## config.mk

```make
export PLATFORM = sky130hd
export DESIGN_NAME = dvr_ramp
export DESIGN_NICKNAME = d
export VERILOG_FILES = /design/src/rtl/dvr_ramp.v /design/src/rtl/dvr_step.v
export VERILOG_INCLUDE_DIRS = /design/src /design/src/rtl
export SDC_FILE = /design/constraint.sdc
export NUM_CORES = 1
export LEC_CHECK = 0
export ABC_AREA = 0
export BUFFER_PORTS_ARGS = -buffer_cell sky130_fd_sc_hd__buf_2
export CORE_ASPECT_RATIO = 1.5
export CORE_MARGIN = 2
export CORE_UTILIZATION = 50
export DETAILED_ROUTE_END_ITERATION = 10
export HOLD_SLACK_MARGIN = 0.1
export MAX_ROUTING_LAYER = met4
export PLACE_DENSITY = 0.78
export SETUP_SLACK_MARGIN = 0.15
export SLEW_MARGIN = 15
export SYNTH_ARGS = -nofsm -noshare
export SYNTH_HDL_FRONTEND = slang
export SYNTH_SLANG_ARGS = --single-unit
```

## constraint.sdc

```tcl
create_clock -name mclk -period 4 [get_ports mclk]
set_input_delay 0.6 -clock mclk [delete_from_list [all_inputs] [get_ports mclk]]
set_output_delay 0.6 -clock mclk [all_outputs]
set_load 0.03 [all_outputs]
```

## src/rtl/dvr_defs.vh

```
// constants for the digital volume ramp controller
// assumes a 50 MHz mclk and a 32-bit avalon-mm register port
`ifndef DVR_DEFS_VH
`define DVR_DEFS_VH

// register word addresses, as seen on the avalon address bus
`define DVR_IDX_NORMAL      8'h3f
`define DVR_IDX_EMERG       8'h40
`define DVR_IDX_CTRL        8'h80
`define DVR_IDX_STATUS      8'h81
`define DVR_IDX_TARGET      8'h82

// field positions
`define DVR_NDF_HI          7
`define DVR_NDF_LO          6
`define DVR_NDS_HI          5
`define DVR_NDS_LO          4
`define DVR_NUF_HI          3
`define DVR_NUF_LO          2
`define DVR_NUS_HI          1
`define DVR_NUS_LO          0
`define DVR_EDF_HI          7
`define DVR_EDF_LO          6
`define DVR_EDS_HI          5
`define DVR_EDS_LO          4

// reset values
`define DVR_NORMAL_RST      8'h33
`define DVR_EMERG_RST       8'h10
`define DVR_TARGET_RST      8'h30

// volume codes: 0.5 db per code, all ones is mute
`define DVR_VOL_MUTE        8'hff
`define DVR_VOL_MIN         8'hfe

// interval code meaning instant
`define DVR_INT_INSTANT     2'h3

`endif

```

## src/rtl/dvr_ramp.v

```verilog
// digital volume ramp controller with avalon-mm register slave
// assumes fs_tick pulses once per sample period, inputs synchronous to mclk
//
// Chosen here: the Avalon-MM slave port.
`include "dvr_defs.vh"
module dvr_ramp
#(
    parameter VOL_W = 8
)
(
    // clock and reset
    input  wire             mclk,
    input  wire             rst,
    // avalon-mm slave
    input  wire [7:0]       address,
    input  wire             read,
    input  wire             write,
    input  wire [31:0]      writedata,
    input  wire [3:0]       byteenable,
    output reg  [31:0]      readdata,
    output reg              waitrequest,
    output reg  [1:0]       response,
    // audio side
    input  wire             fs_tick,
    input  wire             soft_mute_pin_n,
    input  wire             emergency,
    output reg  [VOL_W-1:0] volume
);
    localparam ST_IDLE = 2'h0;
    localparam ST_DOWN = 2'h1;
    localparam ST_UP   = 2'h2;
    // avalon response codes
    localparam RESP_OK  = 2'h0;
    localparam RESP_ERR = 2'h2;

    reg  [7:0]       normal_volume_ramp_config;
    reg  [7:0]       emergency_volume_ramp_config;
    reg              soft_mute_bit;
    reg  [VOL_W-1:0] target_volume;
    reg  [1:0]       state;
    reg  [2:0]       period_cnt;
    reg              accessed;

    wire [2:0]       nd_per;
    wire [7:0]       nd_step;
    wire [2:0]       nu_per;
    wire [7:0]       nu_step;
    wire [2:0]       ed_per;
    wire [7:0]       ed_step;

    dvr_step u_nd
    (
        .interval_code (normal_volume_ramp_config[`DVR_NDF_HI:`DVR_NDF_LO]),
        .step_code     (normal_volume_ramp_config[`DVR_NDS_HI:`DVR_NDS_LO]),
        .period_max    (nd_per),
        .step_codes    (nd_step)
    );
    dvr_step u_nu
    (
        .interval_code (normal_volume_ramp_config[`DVR_NUF_HI:`DVR_NUF_LO]),
        .step_code     (normal_volume_ramp_config[`DVR_NUS_HI:`DVR_NUS_LO]),
        .period_max    (nu_per),
        .step_codes    (nu_step)
    );
    dvr_step u_ed
    (
        .interval_code (emergency_volume_ramp_config[`DVR_EDF_HI:`DVR_EDF_LO]),
        .step_code     (emergency_volume_ramp_config[`DVR_EDS_HI:`DVR_EDS_LO]),
        .period_max    (ed_per),
        .step_codes    (ed_step)
    );

    wire mute_req = ~soft_mute_pin_n | soft_mute_bit;
    wire down_req = mute_req | emergency;

    // emergency settings win over normal ones
    wire [1:0] down_int = emergency ?
                          emergency_volume_ramp_config[`DVR_EDF_HI:`DVR_EDF_LO] :
                          normal_volume_ramp_config[`DVR_NDF_HI:`DVR_NDF_LO];
    wire [2:0] down_per = emergency ? ed_per : nd_per;
    wire [7:0] down_stp = emergency ? ed_step : nd_step;
    wire [1:0] up_int   = normal_volume_ramp_config[`DVR_NUF_HI:`DVR_NUF_LO];

    // ramp arithmetic with headroom bit for clamping
    wire [8:0] down_sum = {1'b0, volume} + {1'b0, down_stp};
    wire [8:0] up_diff  = {1'b0, volume} - {1'b0, nu_step};
    wire       tick_due = fs_tick && (period_cnt == 3'h0);

    reg  [1:0]       next_state;
    reg  [VOL_W-1:0] next_volume;
    reg  [2:0]       next_period_cnt;

    always @*
    begin
        next_state      = state;
        next_volume     = volume;
        next_period_cnt = period_cnt;
        if (down_req)
        begin
            if (volume == `DVR_VOL_MUTE)
            begin
                next_state = ST_IDLE;
            end
            else if (down_int == `DVR_INT_INSTANT)
            begin
                next_volume = `DVR_VOL_MUTE;
                next_state  = ST_IDLE;
            end
            else
            begin
                next_state = ST_DOWN;
                if (state != ST_DOWN)
                begin
                    next_period_cnt = 3'h0;
                end
                else if (fs_tick)
                begin
                    next_period_cnt = tick_due ? down_per : period_cnt - 3'h1;
                    if (tick_due)
                    begin
                        // clamp to mute, passing -127 db
                        if (down_sum[8] || down_sum[7:0] > `DVR_VOL_MIN)
                            next_volume = `DVR_VOL_MUTE;
                        else
                            next_volume = down_sum[7:0];
                    end
                end
            end
        end
        else if (volume == target_volume)
        begin
            next_state = ST_IDLE;
        end
        else if (up_int == `DVR_INT_INSTANT)
        begin
            next_volume = target_volume;
            next_state  = ST_IDLE;
        end
        // above target (louder) moves straight down to it
        else if (volume < target_volume)
        begin
            next_volume = target_volume;
            next_state  = ST_IDLE;
        end
        else
        begin
            next_state = ST_UP;
            if (state != ST_UP)
            begin
                next_period_cnt = 3'h0;
            end
            else if (fs_tick)
            begin
                next_period_cnt = tick_due ? nu_per : period_cnt - 3'h1;
                if (tick_due)
                begin
                    if (volume == `DVR_VOL_MUTE)
                        next_volume = `DVR_VOL_MIN;
                    else if (up_diff[8] || up_diff[7:0] < target_volume)
                        next_volume = target_volume;
                    else
                        next_volume = up_diff[7:0];
                end
            end
        end
    end

    always @(posedge mclk or posedge rst)
    begin
        if (rst)
        begin
            state      <= ST_IDLE;
            volume     <= `DVR_TARGET_RST;
            period_cnt <= 3'h0;
        end
        else
        begin
            state      <= next_state;
            volume     <= next_volume;
            period_cnt <= next_period_cnt;
        end
    end

    // register slave: one wait cycle, answer on second cycle
    wire req     = read | write;
    wire do_acc  = req & accessed;
    // only byte lane 0 carries writable register bits
    wire wr_hit  = do_acc & write & byteenable[0];
    wire mapped  = (address == `DVR_IDX_NORMAL) || (address == `DVR_IDX_EMERG) ||
                   (address == `DVR_IDX_CTRL) || (address == `DVR_IDX_STATUS) ||
                   (address == `DVR_IDX_TARGET);

    reg [31:0] next_readdata;

    always @*
    begin
        case (address)
            `DVR_IDX_NORMAL: next_readdata = {24'h0, normal_volume_ramp_config};
            `DVR_IDX_EMERG:  next_readdata = {24'h0, emergency_volume_ramp_config};
            `DVR_IDX_CTRL:   next_readdata = {31'h0, soft_mute_bit};
            `DVR_IDX_STATUS: next_readdata = {22'h0, state, volume};
            `DVR_IDX_TARGET: next_readdata = {24'h0, target_volume};
            default:         next_readdata = 32'h0;
        endcase
    end

    // bus handshake and read answer
    always @(posedge mclk or posedge rst)
    begin
        if (rst)
        begin
            accessed    <= 1'b0;
            waitrequest <= 1'b1;
            readdata    <= 32'h0;
            response    <= RESP_OK;
        end
        else
        begin
            // waitrequest low in the cycle after a request is seen
            accessed    <= req & ~accessed;
            waitrequest <= ~(req & ~accessed);
            if (req & ~accessed)
            begin
                // unmapped reads return zero with an error code
                readdata <= read ? next_readdata : 32'h0;
                response <= mapped ? RESP_OK : RESP_ERR;
            end
        end
    end

    always @(posedge mclk or posedge rst)
    begin
        if (rst)
        begin
            normal_volume_ramp_config <= `DVR_NORMAL_RST;
        end
        else if (wr_hit && (address == `DVR_IDX_NORMAL))
        begin
            normal_volume_ramp_config <= writedata[7:0];
        end
    end

    // emergency settings, low nibble reads zero
    always @(posedge mclk or posedge rst)
    begin
        if (rst)
        begin
            emergency_volume_ramp_config <= `DVR_EMERG_RST;
        end
        else if (wr_hit && (address == `DVR_IDX_EMERG))
        begin
            emergency_volume_ramp_config <= {writedata[7:4], 4'h0};
        end
    end

    always @(posedge mclk or posedge rst)
    begin
        if (rst)
        begin
            soft_mute_bit <= 1'b0;
        end
        else if (wr_hit && (address == `DVR_IDX_CTRL))
        begin
            soft_mute_bit <= writedata[0];
        end
    end

    always @(posedge mclk or posedge rst)
    begin
        if (rst)
        begin
            target_volume <= `DVR_TARGET_RST;
        end
        else if (wr_hit && (address == `DVR_IDX_TARGET))
        begin
            target_volume <= writedata[7:0];
        end
    end
endmodule // dvr_ramp

```

## src/rtl/dvr_step.v

```verilog
// step size and interval decode for one ramp setting
// assumes 2-bit codes from the ramp configuration registers
module dvr_step
(
    // codes
    input  wire [1:0] interval_code,
    input  wire [1:0] step_code,
    // decoded
    output reg  [2:0] period_max,
    output reg  [7:0] step_codes
);
    always @*
    begin
        case (interval_code)
            2'h0:    period_max = 3'h0;
            2'h1:    period_max = 3'h1;
            2'h2:    period_max = 3'h3;
            default: period_max = 3'h0;
        endcase
        case (step_code)
            2'h0:    step_codes = 8'h08;
            2'h1:    step_codes = 8'h04;
            2'h2:    step_codes = 8'h02;
            default: step_codes = 8'h01;
        endcase
    end
endmodule // dvr_step

```

# Word-level counts from Yosys, hierarchy flattened
# Cells that the tools add are included.
# word_totals
input_bits	51
ff_bits	70
elab_cells	125
# op_classes
reduce_logical	20
addsub	3
order_cmp	3
mux	45
eq_ne	33
bitwise_logic	10
# ops
op	n
$mux W8	16
$pmux W10 S5	1
$mux W3	13
$pmux W4 S3	3
$eq A8 B8 Y1 const B	4
$mux W32	1
$eq A2 B2 Y1 const B	8
$lt A8 B8 Y1	2
$eq A2 B1 Y1 const B	6
$mux W2	6
$ne A2 B2 Y1 const B	6
$pmux W2 S2	3
$add A8 B8 Y9	1
$sub A8 B8 Y9	1
$eq A8 B6 Y1 const B	1
$eq A8 B7 Y1 const B	1
$eq A8 B8 Y1	1
$gt A8 B8 Y1 const B	1
$reduce_and A8 Y1	1
$reduce_bool A4 Y1	2
$reduce_and A7 Y1	1
$logic_not A2 Y1	3
$logic_or A1 B1 Y1	6
$ne A3 B2 Y1 const B	2
12 further kinds	24

# Logic depth before layout (Yosys ltp)
# Gate-level depths: netlist of the first run.
# logic_depth
depth_word	14
depth_mapped	16
ltp_nobuf	16

# By module
# A second synthesis of the first run with hierarchy kept.
# hier_totals
hier_cells	451
area_unflattened_um2	4025.1
# modules_own_cells
module	n_inst	cells_per_inst	area_per_inst_um2
dvr_ramp	1	412	3762.4
dvr_step	3	13	87.6

# Least setup slack after synthesis of the first run
# Ideal clock, no wire load.
# synth_timing
kind	reg-to-reg
from	register normal_volume_ramp_config[0]
to	register volume[5]
stages_incl_launch_ff	17
required_time_ns	3.912
slack_ns	0.590
arrival_ns	3.322
n_path_buf	0
cell_sequence	dfstp_2 > and2_1 > ha_1 > inv_1 > fa_1 > a21oi_1 > nor2b_1 > nor4_1 > xor2_1 > ha_1 > a21o_1 > a221oi_1 > o21ai_1 > a21boi_1 > nand2b_1 > mux2i_1 > a221oi_2
# synth_via
elab_chain_len	14
elab_cells_between_ends	16
classes_between	add/sub: 1; order compare: 1; eq/ne: 2; mux: 10; reduce/logical: 2
# synth_rtl
element	line_no	text
start, declared	dvr_ramp.v:36	reg [7:0] normal_volume_ramp_config;
start signal, assigned	dvr_ramp.v:235	normal_volume_ramp_config <= `DVR_NORMAL_RST;
start signal, assigned	dvr_ramp.v:239	normal_volume_ramp_config <= writedata[7:0];
$eq A2 B2 Y1, or another cell as far along	dvr_step.v:20	case (step_code)
$pmux W4 S3 (*)	dvr_step.v:20	
$sub A8 B8 Y9 (*)	dvr_ramp.v:86	wire [8:0] up_diff = {1'b0, volume} - {1'b0, nu_step};
$lt A8 B8 Y1	dvr_ramp.v:159	else if (up_diff[8] || up_diff[7:0] < target_volume)
$logic_or A1 B1 Y1	dvr_ramp.v:159	
$mux W8 (*)	dvr_ramp.v:159	
$mux W8 (*)	dvr_ramp.v:157	if (volume == `DVR_VOL_MUTE)
$mux W8 (*)	dvr_ramp.v:155	if (tick_due)
$mux W8 (*)	dvr_ramp.v:152	else if (fs_tick)
$mux W8 (*)	dvr_ramp.v:148	if (state != ST_UP)
$mux W8 (*)	dvr_ramp.v:140	else if (volume < target_volume)
$mux W8 (*)	dvr_ramp.v:134	else if (up_int == `DVR_INT_INSTANT)
$mux W8 (*)	dvr_ramp.v:130	else if (volume == target_volume)
$mux W8 (*)	dvr_ramp.v:98	if (down_req)
end signal, assigned	dvr_ramp.v:173	volume <= `DVR_TARGET_RST;
end signal, assigned	dvr_ramp.v:179	volume <= next_volume;
end, declared	dvr_ramp.v:27	output reg [VOL_W-1:0] volume
# Mark *: on every way between the ends. The rest lies on a longest branch, timed or not. The select of a mux whose other input is x is not followed.
# A chain may end at the register's enable or synchronous reset.

# Final worst setup path of the first run
# layout_timing
from	register normal_volume_ramp_config[0]
to	register volume[2]
# Same word-level chain as after synthesis.

==> impl.org, run 1 <==
** Outcome
- The flow ran to the end, and the final reports show no timing, DRC or antenna violations.

** Die
- Starting Density :: 51.3%
- Measured along the y axis, the die boundary spans approximately 110 microns.
- Floorplan die area :: a little under 8000 sq um
- Core Area :: between 6000 and 7000 sq um
- Measured along the x axis, the die boundary spans around 72 microns.
- # IOs :: 94
- The floorplan has 37 rows.

** Global route
- Largest net degree at the start of global routing :: 48
- The first global-routing pass estimated roughly 14000 microns of wire.
- The number of global-route vias before repair was roughly 3000.
- Overall routing resource usage :: between 20% and 30%
- The initial antenna violation count came to 0.
- Remaining global-route overflow :: 0

** Place
- Number of I/O port buffers :: 43
- Timing analysis after detailed placement gives a worst setup slack of -5.11 ps.
- At the end of routability-driven placement, the weighted congestion stood at between 0.8 and 0.9.
- HPWL Detailed :: between 6000 and 7000 microns

** Clock tree
- Maximum buffer depth of the clock tree :: 2
- Clock latency on the worst-skew pair, taken at its later pin, is around 300 ps.
- Clock sink count :: 47
- After clock tree synthesis, the clock-pin slew on the worst setup and hold paths is roughly 90 ps.
- The H-tree was split into 2 levels.
- In this run, CTS created clock tree buffers numbering 5.
- Root Driver :: sky130_fd_sc_hd__clkbuf_8
- TritonCTS clock tree :: yes

** Yosys
- Count of flip-flops with a built-in enable after synthesis :: 0
- Fraction of the mapped netlist area in simple logic gates :: around 16%
- Summing the sequential cell areas from Yosys gives between 30 and 40% of the chip area.
- After synthesis, the largest family of logic cells by area is compound AO/OA/AOI/OAI gates.
- Most used flip-flop cell after synthesis :: sky130_fd_sc_hd__dfrtp_1
- Counting flops and latches in the post-synthesis netlist gives between 40 and 50.
- Fraction of the mapped netlist area in adder cells :: between 10% and 20%
- Post-synthesis compound-gate area fraction :: between 10% and 20%
- Post-synthesis cell type count :: 68
- Yosys warnings :: 0
- Cells after synthesis :: between 300 and 400
- The mapped netlist covers between 3000 and 4000 sq um.
- After synthesis, the share of cell area in mux cells is a little under 9%.
- Dividing the synthesized area by the synthesized cell count gives 9.74 sq um.
- XOR/XNOR Fraction of Synth Area :: under 10%
- Post-synth ARST share :: 100%

** Pwr
- Power spent charging and discharging nets :: between 0.001 and 0.0015 W
- Peak supply drop :: roughly 0.32 mV
- Registers are responsible for between 20% and 30% of the overall power.
- Total power per unit cell area :: between 600 and 700 nW/um^2
- The internal portion of the total power is 0.00149 W.
- The clock network is responsible for approximately 16% of the overall power.
- The design draws 0.00262 W.
- Logic pwr share :: between 50% and 60%
- Summed over all cells, the static leakage comes to 1.85 nW.
- Sw Ratio :: a little over two fifths

** Layout
- Layout Area Growth over Synthesis :: 12.6%
- Post-Route Utilization :: between 50 and 60%
- Ant diodes :: 0
- Share of cells above drive strength 1 :: about 30%
- For this run, the post-layout net count is approximately 500.

** STA
- Once routing completed, OpenROAD measured the worst setup slack at around 180 ps.
- Fin crit share :: a little over nine tenths
- For the final database, setup skew stands at 5.88 ps.
- Setup violations remaining at the end of the flow were counted as 0.
- Transition time of the tightest slew-check pin :: roughly 1000 ps
- Counting I/O delays and the setup requirement, the final critical path takes 3820 ps.
- Min Hold Slack :: a little under 500 ps
- Normalized max-slew margin :: about a third
- Count of endpoints failing hold in the final timing report :: 0
- The max-slew violation total from the final report is 0.
- Setup repair after global routing missed its margin :: true
- Highest clock rate :: ~0.26 GHz

** Run
- Max cap viols :: 0

** Setup path
- Data arrives at the worst endpoint at approximately 4000 ps.
- Classification of the worst setup path :: reg2reg
- Launch point of the worst path :: normal_volume_ramp_config[0]
- STA classifies the critical path startpoint as a register.
- Largest fanout on the critical path :: 6
- Worst Path Required :: 4200 ps
- In this run the critical register-to-register path is launched from normal_volume_ramp_config[0].
- The worst setup path is captured at a register.

** Drt
- Average wire per cell in the routed design :: between 15 and 20 microns
- Summed over all layers, the routed wires come to between 8000 and 9000 microns.
- Detail Route Antenna Nets :: 0
- The first detailed-routing pass took 4 iterations.
- After detailed routing, the number of remaining DRC violations is 0.
- DR iter-0 viols :: 141
- Summing over every cut layer, the via total after detailed routing is about 2900.
- After detailed routing, the number of vias per cell comes to approximately 6.0.

** Min path
- In this run the most critical hold path is launched from readdata[6].
- The worst hold path belongs to the class reg2reg.
-- cells in the final DEF, fill, tap and decap left out, types with 5 or more instances in the layout --
master / count
sky130_fd_sc_hd__xor2_1: 5
sky130_fd_sc_hd__dfrtp_1: 37
sky130_fd_sc_hd__nand4_1: 6
sky130_fd_sc_hd__nand2b_1: 5
sky130_fd_sc_hd__nand2_1: 25
sky130_fd_sc_hd__mux2_2: 22
sky130_fd_sc_hd__buf_4: 11
sky130_fd_sc_hd__o21ai_0: 16
sky130_fd_sc_hd__nor2_1: 21
sky130_fd_sc_hd__a21oi_1: 12
sky130_fd_sc_hd__dfstp_2: 10
sky130_fd_sc_hd__inv_1: 24
sky130_fd_sc_hd__clkbuf_8: 5
sky130_fd_sc_hd__mux2i_1: 5
sky130_fd_sc_hd__buf_2: 43
sky130_fd_sc_hd__ha_1: 28
sky130_fd_sc_hd__a21o_1: 7
sky130_fd_sc_hd__conb_1: 23
-- sequential cells by signal (all words and copies together) (netlist names) --
name,flops
target_volume,8
waitrequest,1
emergency_volume_ramp_config,4
normal_volume_ramp_config,8
state,2
readdata,10
volume,8
period_cnt,3
soft_mute_bit,1
response,1
accessed,1
-- power by group through the flow --
stage | clock [W] | combinational, W | sequential [W]
finish | 0.000412 | 0.00156 | 0.000650
CTS | 0.000419 | 0.00137 | 0.000646
floorplan | 0 | 0.000974 | 0.000696
detailed placement | 0 | 0.00132 | 0.000654
global placement | 0 | 0.00128 | 0.000651
global route | 0.000436 | 0.00171 | 0.000660
-- path summary, 6_finish.rpt --
path | endpoint | slack [ps] | cells after the start
min reg2reg | readdata[6] | 480 | 1
max reg2reg | volume[2] | 180 | 16
min | readdata[6] | 480 | 1
max | volume[2] | 180 | 16
max in group asynchronous | normal_volume_ramp_config[3] | 2890 | 2
min in group asynchronous | readdata[9] | 500 | 2
-- worst max-delay path, cell delays in order (launching register included) --
cell and delay [ps]:
sky130_fd_sc_hd__dfstp_2 600, sky130_fd_sc_hd__and2_4 160, sky130_fd_sc_hd__ha_4 120, sky130_fd_sc_hd__inv_2 40, sky130_fd_sc_hd__fa_2 410, sky130_fd_sc_hd__a21oi_2 190
sky130_fd_sc_hd__nor2b_2 80, sky130_fd_sc_hd__nor4_2 260, sky130_fd_sc_hd__xor2_1 220, sky130_fd_sc_hd__ha_1 280, sky130_fd_sc_hd__a21o_1 180, sky130_fd_sc_hd__a221oi_2 260
sky130_fd_sc_hd__o21ai_1 130, sky130_fd_sc_hd__a21boi_4 170, sky130_fd_sc_hd__nand3b_1 240, sky130_fd_sc_hd__o22ai_2 110, sky130_fd_sc_hd__a221oi_2 280
-- final cells by class --
class | instances | area [sq um]
clock buffers | 5 | 68.8
clock inverters | 3 | 67.6
fillers | 598 | 2890
inverters | 26 | 97.6
multi-input cells | 276 | 2140
flip-flops and latches | 47 | 1190
well taps | 78 | 97.6
repair buffers | 54 | 298
-- layer usage --
layer  vias to the layer above  share of wire, %  track usage (%)
met5                         -                 0                -
met4                         0               2.9             11.1
met3                        21               5.4             3.01
met2                       108                55             41.3
met1                      1427                37             25.2
li1                       1373                 -                -
-- cells by family after synthesis --
kind of cell | Yosys count
other | 1
AOI/OAI and AO/OA | 87
xor gates and xnor gates | 8
and+or+nand+nor | 99
adders and majority gates | 31
DFF | 47
buffers and inverters | 60
muxes | 28
-- synth_stat cells (all sizes together), types with 5 or more instances --
master  number  area share [%]
a21oi       14             2.1
dfstp       10             7.5
dfrtp       37              26
a221oi       6             2.0
inv         26             2.8
mux2        23             7.4
a21o         7             1.5
nand2b       6             1.1
nor2        22             2.4
ha          29              10
o21ai       19             2.8
mux2i        5             1.4
xor2         5             1.2
o22ai        5            0.89
buf         31             6.6
nand2       25             2.7
nand4        6             1.1
-- stage by stage --
| stage | instance area, sq um | std cells | setup TNS [ps] |
|---|---|---|---|
| after CTS | 3860 | 484 | 0 |
| after global routing | 3960 | 489 | 0 |
| after detailed placement | 3700 | 474 | -5.11 |
| after floorplan | 3600 | 383 | 0 |
| after global placement | 3700 | 474 | 0 |
| final | 3960 | 489 | 0 |
-- timing repair --
item / in CTS / in global routing
hold buffers: 0 / 0
gates cloned: 0 / 0
pin swaps: 0 / 14
gates resized for setup: 2 / 13
setup endpoints to repair: 7 / 8
setup buffers: 2 / 5
(Power assumes the default switching activity.)
==> inputs of run 2 (changes only) <==
- BUFFER_PORTS_ARGS: -buffer_cell sky130_fd_sc_hd__buf_2 -> -buffer_cell sky130_fd_sc_hd__buf_4
- CORE_MARGIN: 2 -> default
==> impl.org, run 2 (synthesis gave the netlist of run 1 again) <==
** STA
- Fin crit share :: slightly above 90%
- Clock skew on the completed layout was measured at 6.73 ps.
- Setup TNS :: 0 ps
- Highest clock rate :: 0.271 GHz
- For the pin with the worst max-slew slack, the measured transition is around 1000 ps.
- Max Slew Vio Count :: 0
- Count of endpoints failing hold in the final timing report :: 0
- Min Hold Slack :: 489 ps
- The worst path in the final design needs a cycle of approximately 3700 ps, including I/O delays and setup.
- Setup violations remaining at the end of the flow were counted as 0.
- Setup repair after global routing missed its margin :: false
- Headroom to the max-slew limit came out at between 30 and 40%.

** Drt
- Total wire length after detailed routing :: 8350 microns
- Routed via count :: 2906
- Detail Route Antenna Nets :: 0
- In the routed design, unresolved DRC markers number 19.
- Average wire per cell in the routed design :: about 17 microns
- For this run, the detailed router's first-pass iteration total came to 8.
- Via/cell ratio :: between 5 and 6
- DR iter-0 viols :: 135

** Setup path
- Crit-path slowest cell :: sky130_fd_sc_hd__dfstp_2
- Data arrival at the endpoint of the critical path :: between 3000 and 4000 ps
- In this run the critical register-to-register path is captured at volume[2].
- On the worst path, the slowest cell contributes a delay of 560 ps.
- Cell-by-cell listing of the critical path :: and2_1 -> ha_1 -> inv_1 -> fa_2 -> a21oi_2 -> nor2b_2 -> nor4_2 -> xor2_1 -> ha_1 -> and3_4 -> a221oi_2 -> o21ai_1 -> a21boi_4 -> nand3b_1 -> o22ai_2 -> a221oi_2
- Data on the critical path is required at its endpoint by ~4200 ps.
- Classification of the worst setup path :: reg2reg
- The worst register-to-register path begins at normal_volume_ramp_config[1].
- Setup slack on the worst flop-to-flop path :: just over 300 ps
- Logic depth of the worst register-to-register path :: 16
- Startpoint Class :: register
- Of all nets on the critical path, the largest fanout is 4.
- Critical Path Sink Type :: register

** Layout
- The finished cells cover 3990 sq um.
- Leading cell types in the layout, fill and taps excluded :: sky130_fd_sc_hd__buf_4 (51), sky130_fd_sc_hd__dfrtp_1 (37), sky130_fd_sc_hd__ha_1 (29)
- Number of flip-flops in the largest register :: 10
- The library cell used most frequently in the layout, excluding fill and tap cells, is sky130_fd_sc_hd__buf_4.
- Share of cells above drive strength 1 :: between 20 and 30%
- Net count reported at finish :: 489
- Reg area :: ~1200 sq um
- Register with the most flip-flops :: readdata
- Counting the fill cells in the layout gives roughly 600.
- The repair_antennas step left the layout with diodes totalling 0.
- For this run, the number of standard cells in the final layout without fillers is between 400 and 500.
- Post-Route Utilization :: 58.2%
- Area of combinational cells with multiple inputs :: 2130 sq um
- Layout Area Growth over Synthesis :: 13.3%

** Die
- The floorplan has 37 rows.
- For this configuration, the core starts out at a cell density of around half.
- Core Area :: just under 7000 sq um
- From bottom edge to top edge, the die measures 105 microns.
- From left edge to right edge, the die measures just over 70 microns.
- Floorplan die area :: 7380 sq um
- # IOs :: 94

** Clock tree
- After clock tree synthesis, the clock-pin slew on the worst setup and hold paths is ~100 ps.
- Clock sink count :: 47
- The H-tree generated during clock tree synthesis spans 2 levels.
- At the later pin of the worst-skew pair, clock insertion delay measures between 300 and 400 ps.
- TritonCTS clock tree :: yes
- In this run the deepest clock path goes through 2 buffers.
- Buffers inserted during clock tree synthesis total 5.
- In this run the clock root is driven by a sky130_fd_sc_hd__clkbuf_8.

** Min path
- Worst min-delay path category :: reg2reg
- The path with the worst hold slack has its endpoint at readdata[6].
- Cell depth of the worst hold path :: 1
- Startpoint of the most critical hold path :: readdata[6]

** Global route
- Summed over all layers, the global routing overflow is 0.
- The number of global-route vias before repair is 2950.
- Entering global routing, the biggest net connects 48 pins.
- Initial antenna violation count :: 0
- Wire length of the first global-routing pass :: between 10000 and 15000 microns
- In the global route stage, overall resource usage came out at approximately a quarter.

** Place
- Inst Count DP :: 475
- GP Congestion :: 0.882
- The wire-length estimate of the detail-placed layout is 6550 microns.
- Port buffering added 43 buffers.
- Summing all placed instances gives a cell area of around 3800 sq um.

** Pwr
- Logic pwr share :: 61.4%
- VDD sags by at most about 0.33 mV.
- Static leakage power :: 1.84 nW
- In this run the power spent charging and discharging nets is between 0.001 and 0.0015 W.
- Total power per unit cell area :: 620 nW/um^2
- Sw Ratio :: between 40% and 50%
- Internal power :: roughly 0.0014 W
- Sequential cells account for 26.5% of the total power.
- The clock network is responsible for 12.1% of the overall power.

** Run
- Across the run, the number of max-cap violations was 0.

** Outcome
- The final reports fail on design-rule violations.
- Status :: finished with violations
==> run 2: final cells by class <==
class                   count  share of cell area (%)
clock buffers               5                    1.73
well taps                  78                    2.45
repair buffers             51                    9.60
clock inverters             3                   0.596
multi-input cells         276                    53.4
inverters                  26                    2.45
flip-flops and latches     47                    29.8
==> run 2: per-stage QoR <==
stage | power, W | worst slack (ps)
after floorplan | 0.00167 | 590
after global placement | 0.00196 | 121
after detailed placement | 0.00201 | 20.7
after CTS | 0.00235 | 167
after global routing | 0.00264 | 150
final | 0.00247 | 307
==> run 2: power groups by stage <==
stage          Combinational, W  Sequential (W)  Clock [W]
2_1_floorplan          0.000974        0.000696          0
3_3_place_gp            0.00131        0.000651          0
3_5_place_dp            0.00135        0.000658          0
4_1_cts                 0.00140        0.000651   0.000302
5_1_grt                 0.00166        0.000666   0.000317
6_report                0.00152        0.000655   0.000300
==> run 2: worst max path at each step <==
stage	start	end	slack, ps	cells after the start
5_1_grt	normal_volume_ramp_config[1]	volume[2]	150	16
3_3_place_gp	normal_volume_ramp_config[1]	volume[5]	120	16
3_5_place_dp	normal_volume_ramp_config[1]	volume[7]	20	16
6_report	normal_volume_ramp_config[1]	volume[2]	310	16
4_1_cts	normal_volume_ramp_config[1]	volume[7]	170	16
2_1_floorplan	normal_volume_ramp_config[0]	volume[5]	590	16
==> run 2: timing repair <==
item,in CTS,in global routing
gates cloned,0,0
endpoints found under the setup margin,7,8
gates resized for setup,2,9
pin swaps,0,9
buffers inserted,1,2
hold buffers,0,0
==> run 2: per-layer routing <==
metal | wire (microns) | global-route usage [%]
met5 | 0 | -
met4 | 354 | 13.8
met3 | 358 | 3.66
met2 | 4490 | 43.4
met1 | 3150 | 26.9
==> run 2: worst max-delay path: cells and delay by family, from the launching register on <==
| kind | cells | cell delay, ps |
|---|---|---|
| buf+inv | 1 | 60 |
| xor+xnor | 1 | 230 |
| compound gates | 6 | 1080 |
| fa+ha+maj | 3 | 800 |
| flops | 1 | 560 |
| simple gates | 5 | 870 |
